**src/cbsr_regs.svh**
```systemverilog
// Register offsets, field positions, reset values and timing counts for the balance status block
`ifndef CBSR_REGS_SVH
`define CBSR_REGS_SVH
`define CBSR_ADDR_W            8
`define CBSR_DATA_W            16
`define CBSR_OFF_STATUS        8'h81
`define CBSR_OFF_UV_SUMMARY    8'h82
`define CBSR_OFF_DATA_XFER     8'h83
`define CBSR_OFF_BAL_CTRL      8'h90
`define CBSR_OFF_BAL_CFG       8'h91
`define CBSR_STATE_MSB         15
`define CBSR_STATE_LSB         14
`define CBSR_UNIT_MSB          13
`define CBSR_UNIT_LSB          12
`define CBSR_CNTR_MSB          11
`define CBSR_CNTR_LSB          10
`define CBSR_TIMER_MSB         9
`define CBSR_READY_BIT         13
`define CBSR_STROBE_BIT        0
`define CBSR_MODE_MSB          2
`define CBSR_HOLD_MSB          9
`define CBSR_HOLD_LSB          8
`define CBSR_MEAS_MSB          1
`define CBSR_MEAS_LSB          0
`define CBSR_CTRL_RESET        16'h0000
`define CBSR_CFG_RESET         16'h0000
`define CBSR_EXP_INFINITE      10'h3ff
`define CBSR_CLK_HZ            200000000
`define CBSR_TICK_PERIOD_S     1
`define CBSR_TICK_CYCLES       (`CBSR_CLK_HZ * `CBSR_TICK_PERIOD_S)
`endif

```
**src/cbsr_pkg.sv**
```systemverilog
// Types shared by the balance status block
package cbsr_pkg;
  typedef enum logic [1:0] {
    CBSR_ST_DISABLED = 2'b00,
    CBSR_ST_ACTIVE   = 2'b01,
    CBSR_ST_DONE     = 2'b10,
    CBSR_ST_HALTED   = 2'b11
  } cbsr_state_type;
  typedef enum logic [1:0] {
    CBSR_UNIT_OFF = 2'b00,
    CBSR_UNIT_SEC = 2'b01,
    CBSR_UNIT_MIN = 2'b10,
    CBSR_UNIT_HR  = 2'b11
  } cbsr_unit_type;
endpackage

```
**src/cbsr_tick_if.sv**
```systemverilog
// Interface carrying the one-second tick and its reset between modules
`timescale 1ns/1ps
interface cbsr_tick_if;
  logic tick;
  logic clear;
  modport source (output tick, input clear);
  modport sink   (input tick, output clear);
endinterface

```
**src/cell_balance_status_regs.sv**
```systemverilog
// Balance status register bank: elapsed timer, undervoltage flags, state mirrors, transfer strobe
//
// Function
// - Report 10-bit elapsed time in selected unit
// - Hold period: timer reads the expiry setting
// - Infinite expiry: timer keeps counting and wraps
// - Infinite expiry: activity counter keeps counting
// - Two-bit state: disabled, active, done, halted
// - State mirrored in uv and transfer registers
// - Set per-cell uv flag below threshold, stop
// - Uv flags clear on disable or new start
// - Unsupported measurement stops cell, sets flag
// - Ready set by transfer, write zero clears
// - Strobe copies iir results, self-clears, gated
//
// Chosen here: strobed register access.
`timescale 1ns/1ps
`include "cbsr_regs.svh"
module cell_balance_status_regs
  import cbsr_pkg::*;
#(
  parameter int unsigned CELLS       = 14,
  parameter int unsigned TICK_CYCLES = `CBSR_TICK_CYCLES
) (
  // Clock and reset
  input  wire logic                       clk_in,
  input  wire logic                       sys_rst_in,
  // Register port
  input  wire logic [`CBSR_ADDR_W-1:0]    reg_addr_in,
  input  wire logic [`CBSR_DATA_W-1:0]    reg_wdata_in,
  input  wire logic                       reg_wr_in,
  input  wire logic                       reg_rd_in,
  output logic [`CBSR_DATA_W-1:0]         reg_rdata_out,
  // Balancing engine status
  input  wire logic [9:0]                 balance_expiry_setting_in,
  input  wire logic                       balance_expired_in,
  input  wire logic                       thermal_exit_alert_in,
  input  wire logic                       timeout_exit_alert_in,
  input  wire logic                       calibration_exit_alert_in,
  input  wire logic                       hold_period_in,
  // Per-cell measurement status
  input  wire logic [CELLS-1:0]           cell_below_uv_in,
  input  wire logic [CELLS-1:0]           cell_meas_unsupported_in,
  input  wire logic                       uv_check_valid_in,
  // Measurement data path
  input  wire logic                       scan_data_ready_in,
  input  wire logic                       iir_copy_done_in,
  output logic                            iir_transfer_out,
  // Balance switch drive
  output logic [CELLS-1:0]                cell_balance_on_out,
  output logic                            balance_running_out
);
  typedef struct packed {
    logic [15:0]    ctrl;
    logic [15:0]    cfg;
    cbsr_state_type state;
    logic [9:0]     timer;
    logic [1:0]     cntr;
    logic [CELLS-1:0] uv_flags;
    logic           ready;
    logic           xfer;
    logic [15:0]    rdata;
    logic           run;
    logic [CELLS-1:0] bal_on;
  } cbsr_st_type;
  cbsr_st_type s_q, s_d;

  cbsr_tick_if tk ();
  logic          unit_tick;
  logic [2:0]    mode;
  logic [1:0]    hold_sel;
  logic [1:0]    meas_en;
  cbsr_unit_type unit;
  logic          start_wr;
  logic          disable_wr;
  logic          cfg_wr;
  logic          data_wr;
  logic          uv_check_on;
  logic [CELLS-1:0] uv_hits;
  logic [9:0]    timer_view;
  logic [15:0]   rd_mux;

  ////////////////////////////////////////////////////////////////
  // Timebase
  cbsr_second_tick #(
    .TICK_CYCLES (TICK_CYCLES)
  ) u_tick (
    .clk_in     (clk_in),
    .sys_rst_in (sys_rst_in),
    .tk         (tk.source)
  );

  cbsr_unit_prescaler u_pre (
    .clk_in        (clk_in),
    .sys_rst_in    (sys_rst_in),
    .clear_in      (start_wr | disable_wr),
    .second_in     (tk.tick),
    .unit_in       (unit),
    .unit_tick_out (unit_tick)
  );

  ////////////////////////////////////////////////////////////////
  // Decode of controls and register writes
  assign mode        = s_q.ctrl[`CBSR_MODE_MSB:0];
  assign hold_sel    = s_q.cfg[`CBSR_HOLD_MSB:`CBSR_HOLD_LSB];
  assign meas_en     = s_q.cfg[`CBSR_MEAS_MSB:`CBSR_MEAS_LSB];
  assign cfg_wr      = reg_wr_in && reg_addr_in == `CBSR_OFF_BAL_CFG;
  assign data_wr     = reg_wr_in && reg_addr_in == `CBSR_OFF_DATA_XFER;
  // Any control write starts a new operation or disables
  assign start_wr    = reg_wr_in && reg_addr_in == `CBSR_OFF_BAL_CTRL
                       && reg_wdata_in[`CBSR_MODE_MSB:0] != 3'h0;
  assign disable_wr  = reg_wr_in && reg_addr_in == `CBSR_OFF_BAL_CTRL
                       && reg_wdata_in[`CBSR_MODE_MSB:0] == 3'h0;
  assign uv_check_on = meas_en == 2'b11 && uv_check_valid_in;
  assign tk.clear    = start_wr | disable_wr;

  // Unit follows mode: off, seconds, minutes or hours
  always_comb begin
    case (mode)
      3'h0:                unit = CBSR_UNIT_OFF;
      3'h3, 3'h6:          unit = CBSR_UNIT_SEC;
      3'h4, 3'h7:          unit = CBSR_UNIT_MIN;
      default:             unit = CBSR_UNIT_HR;
    endcase
  end

  // Per-cell exit detection
  genvar g;
  generate
    for (g = 0; g < CELLS; g++) begin : g_cell
      assign uv_hits[g] = (uv_check_on && cell_below_uv_in[g])
                          || (meas_en[1] && cell_meas_unsupported_in[g]);
    end
  endgenerate

  ////////////////////////////////////////////////////////////////
  // Next state
  always_comb begin
    s_d = s_q;
    s_d.xfer = 1'b0;
    if (cfg_wr) begin
      s_d.cfg = reg_wdata_in;
    end
    if (reg_wr_in && reg_addr_in == `CBSR_OFF_BAL_CTRL) begin
      s_d.ctrl = reg_wdata_in;
    end
    // Status runs while an operation is active; the activity counter also runs in a hold period unless disabled
    if (s_q.state == CBSR_ST_ACTIVE) begin
      if (tk.tick) begin
        s_d.cntr = s_q.cntr + 2'h1;
      end
      if (unit_tick) begin
        s_d.timer = s_q.timer + 10'h1;
      end
      s_d.uv_flags = s_q.uv_flags | uv_hits;
      if (thermal_exit_alert_in || timeout_exit_alert_in || calibration_exit_alert_in) begin
        s_d.state = CBSR_ST_HALTED;
      end else if ((balance_expired_in && balance_expiry_setting_in != `CBSR_EXP_INFINITE)
                   || (&(s_q.uv_flags | uv_hits))) begin
        s_d.state = CBSR_ST_DONE;
      end
    end else if (hold_sel[1] && hold_period_in && s_q.state != CBSR_ST_DISABLED) begin
      if (tk.tick) begin
        s_d.cntr = s_q.cntr + 2'h1;
      end
    end
    // Strobe: gated by mode and measurement enable
    if (data_wr && reg_wdata_in[`CBSR_STROBE_BIT] && meas_en[1]
        && mode != 3'h0 && mode != 3'h1) begin
      s_d.xfer = 1'b1;
    end
    // Ready: write zero clears, a new transfer wins
    if (data_wr && !reg_wdata_in[`CBSR_READY_BIT]) begin
      s_d.ready = 1'b0;
    end
    if (iir_copy_done_in || scan_data_ready_in) begin
      s_d.ready = 1'b1;
    end
    // Start or disable sets state, clears timer, activity counter and uv flags
    if (start_wr) begin
      s_d.state    = CBSR_ST_ACTIVE;
      s_d.timer    = '0;
      s_d.cntr     = '0;
      s_d.uv_flags = '0;
    end else if (disable_wr) begin
      s_d.state    = CBSR_ST_DISABLED;
      s_d.timer    = '0;
      s_d.cntr     = '0;
      s_d.uv_flags = '0;
    end
    s_d.rdata = reg_rd_in ? rd_mux : 16'h0000;
    // Switch drive and running flag follow the next state so the outputs leave flops
    s_d.run    = s_d.state == CBSR_ST_ACTIVE;
    s_d.bal_on = (s_d.state == CBSR_ST_ACTIVE) ? ~s_d.uv_flags : '0;
  end

  ////////////////////////////////////////////////////////////////
  // Read path, function of state, address, hold period and expiry setting
  assign timer_view = (hold_sel[1] && hold_period_in) ? balance_expiry_setting_in : s_q.timer;

  always_comb begin
    rd_mux = 16'h0000;
    case (reg_addr_in)
      `CBSR_OFF_STATUS: begin
        rd_mux[`CBSR_STATE_MSB:`CBSR_STATE_LSB] = s_q.state;
        rd_mux[`CBSR_UNIT_MSB:`CBSR_UNIT_LSB]   = unit;
        rd_mux[`CBSR_CNTR_MSB:`CBSR_CNTR_LSB]   = s_q.cntr;
        rd_mux[`CBSR_TIMER_MSB:0]               = timer_view;
      end
      `CBSR_OFF_UV_SUMMARY: begin
        rd_mux[`CBSR_STATE_MSB:`CBSR_STATE_LSB] = s_q.state;
        rd_mux[CELLS-1:0]                       = s_q.uv_flags;
      end
      `CBSR_OFF_DATA_XFER: begin
        rd_mux[`CBSR_STATE_MSB:`CBSR_STATE_LSB] = s_q.state;
        rd_mux[`CBSR_READY_BIT]                 = s_q.ready;  // strobe bit reads zero
      end
      `CBSR_OFF_BAL_CTRL: rd_mux = s_q.ctrl;
      `CBSR_OFF_BAL_CFG:  rd_mux = s_q.cfg;
      default:            rd_mux = 16'h0000;
    endcase
  end

  ////////////////////////////////////////////////////////////////
  // State register
  always_ff @(posedge clk_in) begin
    if (sys_rst_in) begin
      s_q       <= '0;
      s_q.ctrl  <= `CBSR_CTRL_RESET;
      s_q.cfg   <= `CBSR_CFG_RESET;
      s_q.state <= CBSR_ST_DISABLED;
    end else begin
      s_q <= s_d;
    end
  end

  // Outputs straight from flip-flops
  assign reg_rdata_out       = s_q.rdata;
  assign iir_transfer_out    = s_q.xfer;
  assign balance_running_out = s_q.run;
  assign cell_balance_on_out = s_q.bal_on;
endmodule

```
**src/cbsr_second_tick.sv**
```systemverilog
// One-second tick generator
`timescale 1ns/1ps
`include "cbsr_regs.svh"
module cbsr_second_tick
  import cbsr_pkg::*;
#(
  parameter int unsigned TICK_CYCLES = `CBSR_TICK_CYCLES
) (
  // Clock and reset
  input  wire logic       clk_in,
  input  wire logic       sys_rst_in,
  // Tick link
  cbsr_tick_if.source     tk
);
  typedef struct packed {
    logic [31:0] cnt;
    logic        tick;
  } cbsr_tick_st_type;
  cbsr_tick_st_type s_q, s_d;

  ////////////////////////////////////////////////////////////////
  // Count clock cycles, pulse once per period
  always_comb begin
    s_d = s_q;
    s_d.tick = 1'b0;
    if (tk.clear) begin
      s_d.cnt = '0;
    end else if (s_q.cnt == TICK_CYCLES - 1) begin
      s_d.cnt  = '0;
      s_d.tick = 1'b1;
    end else begin
      s_d.cnt = s_q.cnt + 32'h1;
    end
  end

  always_ff @(posedge clk_in) begin
    if (sys_rst_in) begin
      s_q <= '0;
    end else begin
      s_q <= s_d;
    end
  end

  assign tk.tick = s_q.tick;
endmodule

```
**src/cbsr_unit_prescaler.sv**
```systemverilog
// Divides the second tick into the elapsed timer's unit tick
`timescale 1ns/1ps
`include "cbsr_regs.svh"
module cbsr_unit_prescaler
  import cbsr_pkg::*;
(
  // Clock and reset
  input  wire logic          clk_in,
  input  wire logic          sys_rst_in,
  // Control
  input  wire logic          clear_in,
  input  wire logic          second_in,
  input  wire cbsr_unit_type unit_in,
  // Result
  output logic               unit_tick_out
);
  typedef struct packed {
    logic [11:0] cnt;
    logic        tick;
  } cbsr_pre_st_type;
  cbsr_pre_st_type s_q, s_d;
  logic [11:0] limit;

  ////////////////////////////////////////////////////////////////
  // Seconds per unit minus one
  always_comb begin
    case (unit_in)
      CBSR_UNIT_MIN: limit = 12'h03b;
      CBSR_UNIT_HR:  limit = 12'he0f;
      default:       limit = 12'h000;
    endcase
  end

  // Count seconds and emit one tick per unit
  always_comb begin
    s_d = s_q;
    s_d.tick = 1'b0;
    if (clear_in || unit_in == CBSR_UNIT_OFF) begin
      s_d.cnt = '0;
    end else if (second_in) begin
      if (s_q.cnt >= limit) begin
        s_d.cnt  = '0;
        s_d.tick = 1'b1;
      end else begin
        s_d.cnt = s_q.cnt + 12'h1;
      end
    end
  end

  always_ff @(posedge clk_in) begin
    if (sys_rst_in) begin
      s_q <= '0;
    end else begin
      s_q <= s_d;
    end
  end

  assign unit_tick_out = s_q.tick;
endmodule

```
**config.mk**
```make
export PLATFORM = sky130hd
export DESIGN_NAME = cell_balance_status_regs
export DESIGN_NICKNAME = d
export VERILOG_FILES = /design/src/cbsr_pkg.sv /design/src/cbsr_tick_if.sv /design/src/cell_balance_status_regs.sv /design/src/cbsr_second_tick.sv /design/src/cbsr_unit_prescaler.sv
export VERILOG_INCLUDE_DIRS = /design/src
export SDC_FILE = /design/constraint.sdc
export NUM_CORES = 1
export LEC_CHECK = 0
export ABC_CLOCK_PERIOD_IN_PS = 3050
export BUFFER_PORTS_ARGS = -buffer_cell sky130_fd_sc_hd__buf_2
export CAP_MARGIN = 10
export CORE_MARGIN = 1
export CORE_UTILIZATION = 30
export CTS_CLUSTER_SIZE = 10
export DETAILED_ROUTE_END_ITERATION = 10
export HOLD_SLACK_MARGIN = 0.03
export SLEW_MARGIN = 20
export SYNTH_ARGS = -nofsm -noshare
export SYNTH_HDL_FRONTEND = slang
export SYNTH_SLANG_ARGS = --single-unit
export TNS_END_PERCENT = 30
```
**constraint.sdc**
```tcl
create_clock -name clk_in -period 3.05 [get_ports clk_in]
set_clock_uncertainty 0.1 [all_clocks]
set_input_delay 0.305 -clock clk_in [delete_from_list [all_inputs] [get_ports clk_in]]
set_output_delay 0.305 -clock clk_in [all_outputs]
set_load 0.005 [all_outputs]
```
### Word level (Yosys, flattened, before mapping)

Cells that the tools add are included.

| storage, ports and cells | value |
|---|---|
| input bits | 74 |
| output and inout bits | 32 |
| register bits after elaboration | 139 |
| word-level logic and storage cells | 145 |

| operators by class | value |
|---|---|
| equality and inequality tests | 17 |
| add/sub/neg operators | 4 |
| multiplexer cells | 21 |
| reductions and logical operators | 81 |
| bitwise logic cells | 6 |
| magnitude comparators | 1 |

Operator list:

| operator | count |
|---|---|
| 28-bit two-way mux | 2 |
| 13-bit one-hot mux with 4 select lines | 1 |
| 1-bit logical AND | 42 |
| 8-bit equality test, second input constant | 5 |
| 32-bit by 1-bit adder with 32-bit output, second input constant | 1 |
| 32-bit by 28-bit equality test with 1-bit output, second input constant | 1 |
| 12-bit two-way mux | 2 |
| 12-bit one-hot mux with 2 select lines | 1 |
| 10-bit two-way mux | 2 |
| 1-bit logical OR | 19 |
| 3-bit one-hot mux with 5 select lines | 1 |
| 14-bit two-way mux | 1 |
| 14-bit inverter | 1 |
| 14-bit bitwise OR | 1 |
| 14-bit AND reduction | 1 |
| 12-bit by 1-bit adder with 12-bit output, second input constant | 1 |
| 12-bit >= comparator | 1 |
| 2-bit OR reduction | 6 |
| 10-bit by 1-bit adder with 10-bit output, second input constant | 1 |
| 2-bit two-way mux | 5 |
| 10-bit inequality test, second input constant | 1 |
| 3-bit equality test, second input constant | 3 |
| 3-bit OR reduction | 3 |
| 2-bit equality test, second input constant | 3 |
| other kinds (14) | 25 |

### Logic depth before layout (Yosys ltp)

Gate-level depths: netlist of the first run.

| logic depth | value |
|---|---|
| depth in word-level cells | 15 |
| depth in mapped cells | 11 |
| mapped depth without buffers | 10 |

### By module

From an unflattened synthesis of the first run, not the netlist that was laid out.

| unflattened totals | value |
|---|---|
| cells, all modules | 778 |
| area total of the unflattened synthesis | 6676.4 µm² |

By module, submodules not included:

| module | cells each | area each (µm²) | times used |
|---|---|---|---|
| cell_balance_status_regs | 500 | 4280.4 | 1 |
| cbsr_second_tick | 183 | 1574.0 | 1 |
| cbsr_unit_prescaler | 95 | 822.0 | 1 |

### Worst setup path after synthesis of the first run

No wires, ideal clock.

| path | value |
|---|---|
| path type | flip-flop to flip-flop |
| from | register s_q (netlist bit mode[1]) |
| to | register u_pre.s_q[2] (netlist name) |
| data arrival time | 2.262 ns |
| setup time | 0.114 ns |
| cell stages (with the launch flop) | 11 |
| data required time | 2.836 ns |
| path buffers | 0 |
| period minus slack after synthesis | 2.476 ns |
| slack | 0.574 ns |
| cell sequence | dfxtp_1 -> nand2b_1 -> o21a_1 -> nand2_1 -> ha_1 -> nand2b_1 -> a21o_1 -> a21o_1 -> a211oi_1 -> o211ai_1 -> a2111oi_0 |

| on the way | value |
|---|---|
| cells in the longest elaborated chain, start to end | 7 |
| elaborated cells between the ends (all ways) | 16 |
| those cells by class | order compare (1); eq/ne (6); mux (3); reduce/logical (6) |

RTL lines:

| what | RTL line | source |
|---|---|---|
| start: declaration | cell_balance_status_regs.sv:66 | `cbsr_st_type s_q, s_d;` |
| 3-bit equality test / 3-bit by 2-bit equality test with 1-bit output (equally long branches) | cell_balance_status_regs.sv:119 | `case (mode)` |
| 2-bit OR reduction | cell_balance_status_regs.sv:119 |  |
| 2-bit one-hot mux with 3 select lines * | cell_balance_status_regs.sv:119 |  |
| 2-bit equality test | cbsr_unit_prescaler.sv:27 | `case (unit_in)` |
| 12-bit one-hot mux with 2 select lines | cbsr_unit_prescaler.sv:27 |  |
| 12-bit >= comparator | cbsr_unit_prescaler.sv:41 | `if (s_q.cnt >= limit) begin` |
| 12-bit two-way mux | cbsr_unit_prescaler.sv:41 |  |
| end signal: assignment | cbsr_unit_prescaler.sv:52 | `s_q <= '0;` |
| end signal: assignment | cbsr_unit_prescaler.sv:54 | `s_q <= s_d;` |
| end: declaration | cbsr_unit_prescaler.sv:21 | `cbsr_pre_st_type s_q, s_d;` |

Every way passes the cells marked *; elsewhere a longest branch is shown, timed or not.
A chain may end at the register's enable or synchronous reset.

### Worst setup path in the final report of the first run

Ends and elaborated chain as after synthesis.

==> results.cfg, run 1 <==
[drt]
vias_per_cell = 4.86
drt-initial-drc-count = 427
ant_nets = 0
routed.top_layer = met4
wl_met2_mm = 7.37
met1Wirelength_mm = 8.08
wl_met3_mm = 1.06
vias = 5451
first_pass_iters = 5
wire_per_inst_um = 14.9
routed_wl_mm = 16.7
post-route-drc-count = 0

[logic_synthesis]
synth_edf_count = 0
synth-simple-area-share_pct = 24.2
netlist.area_leader.share_pct = 44.0
yosysSeqAreaShare_pct = 44.0
synth_area_leaders = dfxtp_1, nand2_1, a21oi_1
synth-async-reset-ratio_pct = 0
synth_cell_type_count = 53
syn_nets = 852
synthMuxAreaShare_pct = 1.94
synthXorXnorAreaFrac_pct = 7.06
ys_ff_latch = 139
netlist_area_mm2 = 0.00633
yosys.area_share.adder_pct = 2.37
ys_warn_count = 0
yosysTopAreaCell = dfxtp_1
yosys_most_used_dff = dfxtp_1
synth_compound_area_share_pct = 13.3
synth_top_family_by_area = simple AND/OR/NAND/NOR gates
syn_area_per_cell_um2 = 8.27
syn_inst = 766

[die]
dieArea_mm2 = 0.0217
rows = 52
die_w_um = 147
coreArea_mm2 = 0.0204
start_util_pct = 31.0
die_h_um = 147
ios = 106

[placed_design]
dp_cells = 1083
dpl.hpwl_mm = 11.9
io_buffers = 105
dpl_worst_slack_ns = 0.208
gp_congestion = 0.815

[timing]
finalCriticalPeriod_ns = 2.76
fmax_mhz = 362
slew_headroom_pct = 48.2
fin_crit_sh_pct = 90.6
finalMaxSlewViolations = 0
fin_setup_tns_ns = 0
hold_viol = 0
setup_viol = 0
worst_pin_slew_ns = 0.770
rsz0062_at_grt = no
fin_ws_ns = 0.287

[layout]
post-route-util_pct = 36.6
drive_above_1_share_pct = 20.0
nets = 927
layout_commonest_cell = dfxtp_1
fin_cells = 1122
num_antenna_cells = 0
final_cell_mix = dfxtp_1, nand2_1, buf_2
fill_cells = 2147
syn_to_final_growth_pct = 17.9

[pwr]
pwr-share-comb_pct = 3.2
p_switching_uw = 855
clockPowerShare_pct = 48.1
sw_frac_of_total_pct = 22.8
p_leak_uw = 0.00289
p_per_area_mw_per_mm2 = 502
vdd_drop_max_v = 0.000363
intPower_uw = 2890
power_frac_seq_pct = 48.7

[worst_hold_path]
min_path_type = in2reg

[global_routing]
grt_use_total_pct = 15.5
grt_first_pass_wirelength_mm = 25.9
grt_pass1_vias = 4918
antenna_found_initial = 1
grt_max_degree = 31
grt_overflow = 0

[setup_path]
cp.required_ns = 3.25
path_class = reg2reg
crit_path_end_kind = flop
crit_arrival_ns = 2.96
path_max_fanout = 8
crit_path_start_kind = flop

[cts]
clock-sinks = 139
htree_levels = 4
cts_buffers = 17
worst_skew_pair.late_latency_ns = 0.42
cts_buffer_depth = 2
cts_root_buf = clkbuf_16
path_clk_slew_ns = 0.06
cts_tree = built

[outcome]
status = completed

[flow_run]
max_cap_viol_count = 0
==> critical path, stage by stage, from the launching register on <==
cell	delay (ns)
dfxtp_1	0.44
nand2b_1	0.17
o21a_1	0.23
nand2_1	0.13
ha_1	0.28
nand2b_1	0.14
a21o_1	0.17
a21o_1	0.17
a211oi_1	0.22
o211ai_1	0.16
a2111oi_1	0.42
==> flip-flops by register name, indices dropped and copies added (netlist names), named ones only <==
name                 flops
hold_sel                 2
meas_en                  2
reg_rdata_out           16
u_tick.s_q              32
cell_balance_on_out     14
iir_transfer_out         1
u_pre.s_q               12
balance_running_out      1
mode                     3
s_q                     53
u_tick.tk.tick           1
u_pre.unit_tick_out      1
==> per-stage QoR <==
stage	cell area, um^2	power (uW)	hold slack [ns]
6_report	7470	3750	0.0381
3_3_place_gp	6870	1980	0.332
3_5_place_dp	6870	1980	0.335
5_1_grt	7470	3880	0.0365
2_1_floorplan	6330	1900	0.313
4_1_cts	7460	3790	0.0301
==> what timing repair did <==
action	in CTS	in global routing
endpoints found under the hold margin	10	0
hold buffers	8	0
resized for setup	0	1
endpoints found under the setup margin	0	1
setup buffers	0	1
==> path summary, 6_finish.rpt <==
kind / slack [ns] / endpoint / from / depth (start not counted)
min reg2reg: 0.35 / u_tick.s_q[1]$_SDFF_PP0_ / u_tick.s_q[1]$_SDFF_PP0_ / 1
max reg2reg: 0.29 / u_pre.s_q[2]$_SDFFE_PP0P_ / mode[1]$_SDFFE_PP0P_ / 10
min: 0.04 / s_q[87]$_SDFFE_PP0P_ / reg_wdata_in[10] / 3
max: 0.29 / u_pre.s_q[2]$_SDFFE_PP0P_ / mode[1]$_SDFFE_PP0P_ / 10
==> kinds of logic (layout without fill, tap and decap cells) <==
logic type	count (synthesis)	in the layout
xor+xnor	51	51
simple gates	333	333
mux	11	11
buf+inv	79	165
compound gates	141	141
fa+ha+maj	12	12
flops	139	139
==> metal layers <==
| metal | track usage, % | up-vias |
|---|---|---|
| met1 | 21.4 | 2534 |
| met5 | 0 | - |
| met3 | 4.32 | 13 |
| met4 | 4.90 | 0 |
| li1 | - | 2749 |
| met2 | 23.1 | 155 |
==> power groups by stage <==
stage	Combinational, uW	Clock, uW	Sequential [uW]
2_1_floorplan	38.7	0	1860
3_3_place_gp	114	0	1860
3_5_place_dp	113	0	1860
4_1_cts	122	1840	1820
5_1_grt	132	1920	1820
6_report	122	1800	1830
==> cell usage after synthesis, types with 3 or more instances <==
cell	instances
xor2_1	30
a222oi_1	14
nand2_1	136
buf_2	11
buf_1	3
and2_1	4
mux2_2	10
dfxtp_1	139
ha_1	12
buf_4	32
inv_1	8
nand4_1	18
and3_1	17
nand3_1	21
nor2b_1	4
nor2_1	88
a21oi_1	73
nor4_2	3
nand2b_1	4
nor4_1	5
o21ai_0	34
xnor2_1	21
o211ai_1	3
nor3_1	17
clkbuf_1	22
==> area by class of cell <==
type                            count  area (um^2)  share of cell area, %
Sequential cell                   139         2780                   37.3
Tap cell                          270          338                   4.52
Multi-Input combinational cell    548         3100                   41.5
Timing Repair Buffer              127          711                   9.52
Clock inverter                     13         81.3                   1.09
Clock buffer                       17          425                   5.70
Inverter                            8         30.0                  0.402
No activity file was read; power rests on OpenSTA's default activity.
==> run 2, diff against run 1 <==
--- a/config.mk
+++ b/config.mk
@@ -10,11 +10,11 @@
 export BUFFER_PORTS_ARGS = -buffer_cell sky130_fd_sc_hd__buf_2
 export CAP_MARGIN = 10
 export CORE_MARGIN = 1
-export CORE_UTILIZATION = 30
+export CORE_UTILIZATION = 50
 export CTS_CLUSTER_SIZE = 10
 export DETAILED_ROUTE_END_ITERATION = 10
 export HOLD_SLACK_MARGIN = 0.03
-export SLEW_MARGIN = 20
+export PLACE_DENSITY = 0.72
 export SYNTH_ARGS = -nofsm -noshare
 export SYNTH_HDL_FRONTEND = slang
 export SYNTH_SLANG_ARGS = --single-unit
==> run 2 against run 1 <==
Critical path depth is the same; via count grew 4.9%; maximum frequency shrank 2.5%; highest routed layer unchanged; wire length shrank 2.1%; setup slack lost 0.071 ns; sequential power is essentially flat; sequential share of layout area shrank 0.17 points.
==> results.cfg, run 2 (synthesized netlist as in run 1, its figures left out) <==
[setup_path]
cp_top_family = compound AO/OA/AOI/OAI gates
worst_path_max_delay_cell = dfxtp_1
crit_arrival_ns = 3.03
r2r-end = u_pre.s_q[2]$_SDFFE_PP0P_
worst_path_largest_cell_delay_ns = 0.46
path_max_fanout = 7
reg2reg_depth = 10
r2r_start = mode[0]$_SDFFE_PP0P_
crit_path_start_kind = flop
crit_chain = nand2b_1, o21a_1, nand2_1, ha_1, nand2b_1, a21o_1, a21o_1, a211oi_1, o211ai_1, a2111oi_0
crit_path_end_kind = flop
timing.critical_path.buf_inv = 0
cp.required_ns = 3.25
path_class = reg2reg
reg2reg_slack_ns = 0.22
crit_start = mode[0]$_SDFFE_PP0P_

[die]
ios = 106
coreArea_mm2 = 0.0122
rows = 40
die_w_um = 115
die_h_um = 115
start_util_pct = 52.1
dieArea_mm2 = 0.0131

[timing]
slew_headroom_pct = 45.4
finalCriticalPeriod_ns = 2.83
worst_pin_slew_ns = 0.816
setup_viol = 0
rsz0062_at_grt = no
fin_ws_ns = 0.216
hold_viol = 0
fmax_mhz = 353
fin_setup_tns_ns = 0
fin_crit_sh_pct = 92.9
finalMaxSlewViolations = 0

[layout]
final_cell_mix = dfxtp_1, nand2_1, buf_2
fill_cells = 1052
nets = 924
syn_to_final_growth_pct = 18.5
top_register = s_q
largest_register_ffs = 53
drive_above_1_share_pct = 20.0
post-route-util_pct = 61.7
layout_commonest_cell = dfxtp_1
num_antenna_cells = 0
fin_cells = 1019

[placed_design]
dp_cells = 981
dpl_worst_slack_ns = 0.273
io_buffers = 105
dpl.hpwl_mm = 11.6
gp_congestion = 0.912

[drt]
post-route-drc-count = 0
drt-initial-drc-count = 670
wire_per_inst_um = 16.0
vias_per_cell = 5.61
first_pass_iters = 8
ant_nets = 0
vias = 5717
routed_wl_mm = 16.3

[global_routing]
antenna_found_initial = 0
grt_pass1_vias = 5457
grt_max_degree = 40
grt_use_total_pct = 25.6
grt_first_pass_wirelength_mm = 26.0
grt_overflow = 0

[cts]
cts_resized = 0
cts_tree = built
cts_buffers = 17
htree_levels = 4
cts_root_buf = clkbuf_16
clock-sinks = 139
cts_buffer_depth = 2
worst_skew_pair.late_latency_ns = 0.42
path_clk_slew_ns = 0.06

[worst_hold_path]
hold_end = s_q[71]$_SDFFE_PP0P_
hp-start = reg_wdata_in[10]
hold_depth = 3
min_path_type = in2reg

[pwr]
p_per_area_mw_per_mm2 = 573
vdd_drop_max_v = 0.000373
p_leak_uw = 0.00295

[flow_run]
max_cap_viol_count = 0

[outcome]
status = completed
## run 2: changes by cell type in the layout (fill, tap and decap cells not counted)
cell,change
a2111oi_1,-1
inv_6,-1
buf_4,-2
clkbuf_8,+3
a2111oi_0,+1
buf_12,+1
clkbuf_1,+1
dlygate4sd3_1,-2
bufinv_16,+6
clkinv_2,-6
clkinv_4,-1
## run 2: worst register-to-register path: cells and delay by family, from the launching register on
kind / cells / cell delay [ns]
adder cells (fa/ha/maj): 1 / 0.28
AND/OR/NAND/NOR: 3 / 0.46
AO/OA/AOI/OAI: 6 / 1.41
flip-flops: 1 / 0.46
## run 2: final cells by class
type                    instances  area (um^2)  area share, %
well taps                     168          210           2.80
repair buffers                124          696           9.27
inverters                       8         30.0          0.400
clock inverters                11          214           2.85
flip-flops and latches        139         2780           37.1
clock buffers                  21          470           6.27
multi-input cells             548         3100           41.3
## run 2: where the power goes
group / internal (uW) / switching, uW / leakage, uW
sequential: 1820 / 3.62 / 0.00112
clock: 1600 / 755 / 0.000329
combinational: 52.2 / 67.1 / 0.00150
## run 2: through the flow
step	hold WS, ns	area (um^2)	total power (uW)
2_1_floorplan	0.313	6330	1900
3_3_place_gp	0.324	6760	1970
3_5_place_dp	0.348	6760	1980
4_1_cts	0.0303	7500	4320
5_1_grt	0.0393	7500	4410
6_report	0.0399	7500	4300
## run 2: routing by layer
metal  wire, um  part of all wire (%)  GRT usage, %
met5          0                     0             0
met4        267                   1.6          8.23
met3       1470                   9.0          7.57
met2       7440                    46          40.6
met1       7160                    44          33.4
## run 2: timing repair
| action | 4_1_cts | 5_1_grt |
|---|---|---|
| buffers inserted | 0 | 0 |
| hold endpoints to repair | 6 | 0 |
| hold buffers | 6 | 0 |
## run 2: worst max-delay path by stage
stage / to / slack [ns] / depth (start not counted)
after global placement: u_pre.s_q[2]$_SDFFE_PP0P_ / 0.46 / 10
final: u_pre.s_q[2]$_SDFFE_PP0P_ / 0.22 / 10
after floorplan: u_pre.s_q[2]$_SDFFE_PP0P_ / 0.57 / 10
after detailed placement: u_pre.s_q[2]$_SDFFE_PP0P_ / 0.27 / 10
after global routing: u_pre.s_q[2]$_SDFFE_PP0P_ / 0.08 / 10
after CTS: u_pre.s_q[2]$_SDFFE_PP0P_ / 0.22 / 10
==> run 3, diff against run 2 <==
--- a/config.mk
+++ b/config.mk
@@ -10,11 +10,13 @@
 export BUFFER_PORTS_ARGS = -buffer_cell sky130_fd_sc_hd__buf_2
 export CAP_MARGIN = 10
 export CORE_MARGIN = 1
-export CORE_UTILIZATION = 50
+export CORE_UTILIZATION = 45
+export CTS_BUF_LIST = sky130_fd_sc_hd__clkbuf_4 sky130_fd_sc_hd__clkbuf_8
 export CTS_CLUSTER_SIZE = 10
 export DETAILED_ROUTE_END_ITERATION = 10
 export HOLD_SLACK_MARGIN = 0.03
-export PLACE_DENSITY = 0.72
+export PLACE_DENSITY = 0.66
+export SLEW_MARGIN = 20
 export SYNTH_ARGS = -nofsm -noshare
 export SYNTH_HDL_FRONTEND = slang
 export SYNTH_SLANG_ARGS = --single-unit
==> run 3 against run 2 <==
Cell count rose by 2.0%; worst hold slack gained 0.030 ns; global-route usage fell by 1.9 points; setup slack gained 0.021 ns; first-iteration DRC count unchanged; wire length up 1.8%; cell area down 1.7%; critical path type unchanged; largest power group is now sequential cells.
==> results.cfg, run 3 (synthesized netlist as in run 1, its figures left out) <==
[timing]
finalMaxSlewViolations = 0
worst_pin_slew_ns = 0.800
hold_viol = 0
fmax_mhz = 356
setup_viol = 0
fin_crit_sh_pct = 92.2
slew_headroom_pct = 46.2
finalCriticalPeriod_ns = 2.81
fin_setup_tns_ns = 0
rsz0062_at_grt = no

[setup_path]
crit_path_end_kind = flop
crit_path_start_kind = flop
r2r-end = u_pre.s_q[2]$_SDFFE_PP0P_
path_max_fanout = 8
path_class = reg2reg
crit_arrival_ns = 3.04
reg2reg_depth = 10
reg2reg_slack_ns = 0.24
r2r_start = mode[1]$_SDFFE_PP0P_
cp.required_ns = 3.28

[cts]
clock-sinks = 139
post-cts-setup-buffers = 0
worst_skew_pair.late_latency_ns = 0.45
cts_tree = built
cts_buffer_depth = 2
path_clk_slew_ns = 0.08
htree_levels = 4
cts_buffers = 17
cts_root_buf = clkbuf_8

[drt]
first_pass_iters = 5
post-route-drc-count = 0
vias = 5628
ant_nets = 0
wire_per_inst_um = 16.0
vias_per_cell = 5.42
routed_wl_mm = 16.6
drt-initial-drc-count = 670

[placed_design]
placed_cell_area_mm2 = 0.00676
io_buffers = 105
dpl.hpwl_mm = 11.8
gp_congestion = 0.903

[global_routing]
grt_max_degree = 40
grt_pass1_vias = 5451
grt_use_total_pct = 23.7
grt_first_pass_wirelength_mm = 26.7
grt_overflow = 0
antenna_found_initial = 0

[layout]
syn_to_final_growth_pct = 16.4
fill_cells = 1240
drive_above_1_share_pct = 19.9
fin_area_mm2 = 0.00737
num_antenna_cells = 0
layout_commonest_cell = dfxtp_1
largest_register_ffs = 53
final_cell_mix = dfxtp_1, nand2_1, buf_2
top_register = s_q
nets = 936

[die]
dieArea_mm2 = 0.0145
coreArea_mm2 = 0.0135
die_w_um = 121
rows = 42
ios = 106
start_util_pct = 46.9
die_h_um = 121

[pwr]
p_leak_uw = 0.00288
p_per_area_mw_per_mm2 = 487
vdd_drop_max_v = 0.000288

[outcome]
status = completed

[worst_hold_path]
hold_end = meas_en[0]$_SDFFE_PP0P_
min_path_type = in2reg
hp-start = reg_wdata_in[0]
hold_depth = 3

[flow_run]
max_cap_viol_count = 0
[run 3: cell types whose count changed in the layout (fill, tap and decap cells not counted), sizes merged]
cell         before  now
clkinv            3    4
buf             118  119
bufinv            6    4
clkbuf           21   20
dlygate4sd3       6   17
clkinvlp          2    4
[run 3: area by class of cell]
type / instances / area (um^2) / area share (%)
Clock buffer: 20 / 269 / 3.65
Clock inverter: 12 / 170 / 2.31
Inverter: 8 / 30.0 / 0.407
Multi-Input combinational cell: 548 / 3100 / 42.0
Sequential cell: 139 / 2780 / 37.7
Tap cell: 176 / 220 / 2.99
Timing Repair Buffer: 136 / 801 / 10.9
[run 3: how the worst max path moves through the flow]
stage	to	start	depth (start not counted)
after floorplan	u_pre.s_q[2]$_SDFFE_PP0P_	mode[1]$_SDFFE_PP0P_	10
after global placement	u_pre.s_q[2]$_SDFFE_PP0P_	mode[1]$_SDFFE_PP0P_	10
after detailed placement	u_pre.s_q[2]$_SDFFE_PP0P_	mode[0]$_SDFFE_PP0P_	10
after CTS	u_pre.s_q[2]$_SDFFE_PP0P_	mode[1]$_SDFFE_PP0P_	10
after global routing	u_pre.s_q[2]$_SDFFE_PP0P_	mode[1]$_SDFFE_PP0P_	10
final	u_pre.s_q[2]$_SDFFE_PP0P_	mode[1]$_SDFFE_PP0P_	10
[run 3: repair_timing]
| action | CTS | global route |
|---|---|---|
| gates resized for setup | 0 | 1 |
| hold buffers | 17 | 0 |
| setup endpoints to repair | 0 | 1 |
| endpoints found under the hold margin | 30 | 0 |
[run 3: per-stage QoR]
| stage | total power (uW) | util (%) | std cells | hold slack [ns] | setup WS [ns] |
|---|---|---|---|---|---|
| after CTS | 3620 | 54.6 | 1039 | 0.0367 | 0.237 |
| after detailed placement | 1980 | 50.1 | 990 | 0.334 | 0.303 |
| after floorplan | 1900 | - | 766 | 0.313 | 0.574 |
| after global routing | 3710 | 54.6 | 1039 | 0.0420 | 0.000345 |
| final | 3590 | 54.6 | 1039 | 0.0695 | 0.237 |
| after global placement | 1980 | 50.1 | 990 | 0.326 | 0.439 |
[run 3: power by group]
group,switching (uW),total [uW],internal (uW)
Clock,698,1630,936
Sequential,3.53,1820,1820
Combinational,69.1,130,61.2
Total,770,3590,2820
[run 3: critical path, stage by stage (launching register included)]
cell	delay [ns]
dfxtp_1	0.47
nand2b_1	0.17
o21a_1	0.23
nand2_1	0.13
ha_1	0.28
nand2b_1	0.15
a21o_1	0.18
a21o_1	0.17
a211oi_1	0.24
o211ai_1	0.16
a2111oi_1	0.42
[run 3: per-layer routing]
metal  share of wire (%)  wire (um)  vias up  track usage [%]
li1                    -          -     2769                -
met1                  45       7520     2597             31.3
met2                  45       7540      243             37.0
met3                 8.0       1340       19             6.75
met4                 1.4        228        0             8.10
met5                   0          0        -                0
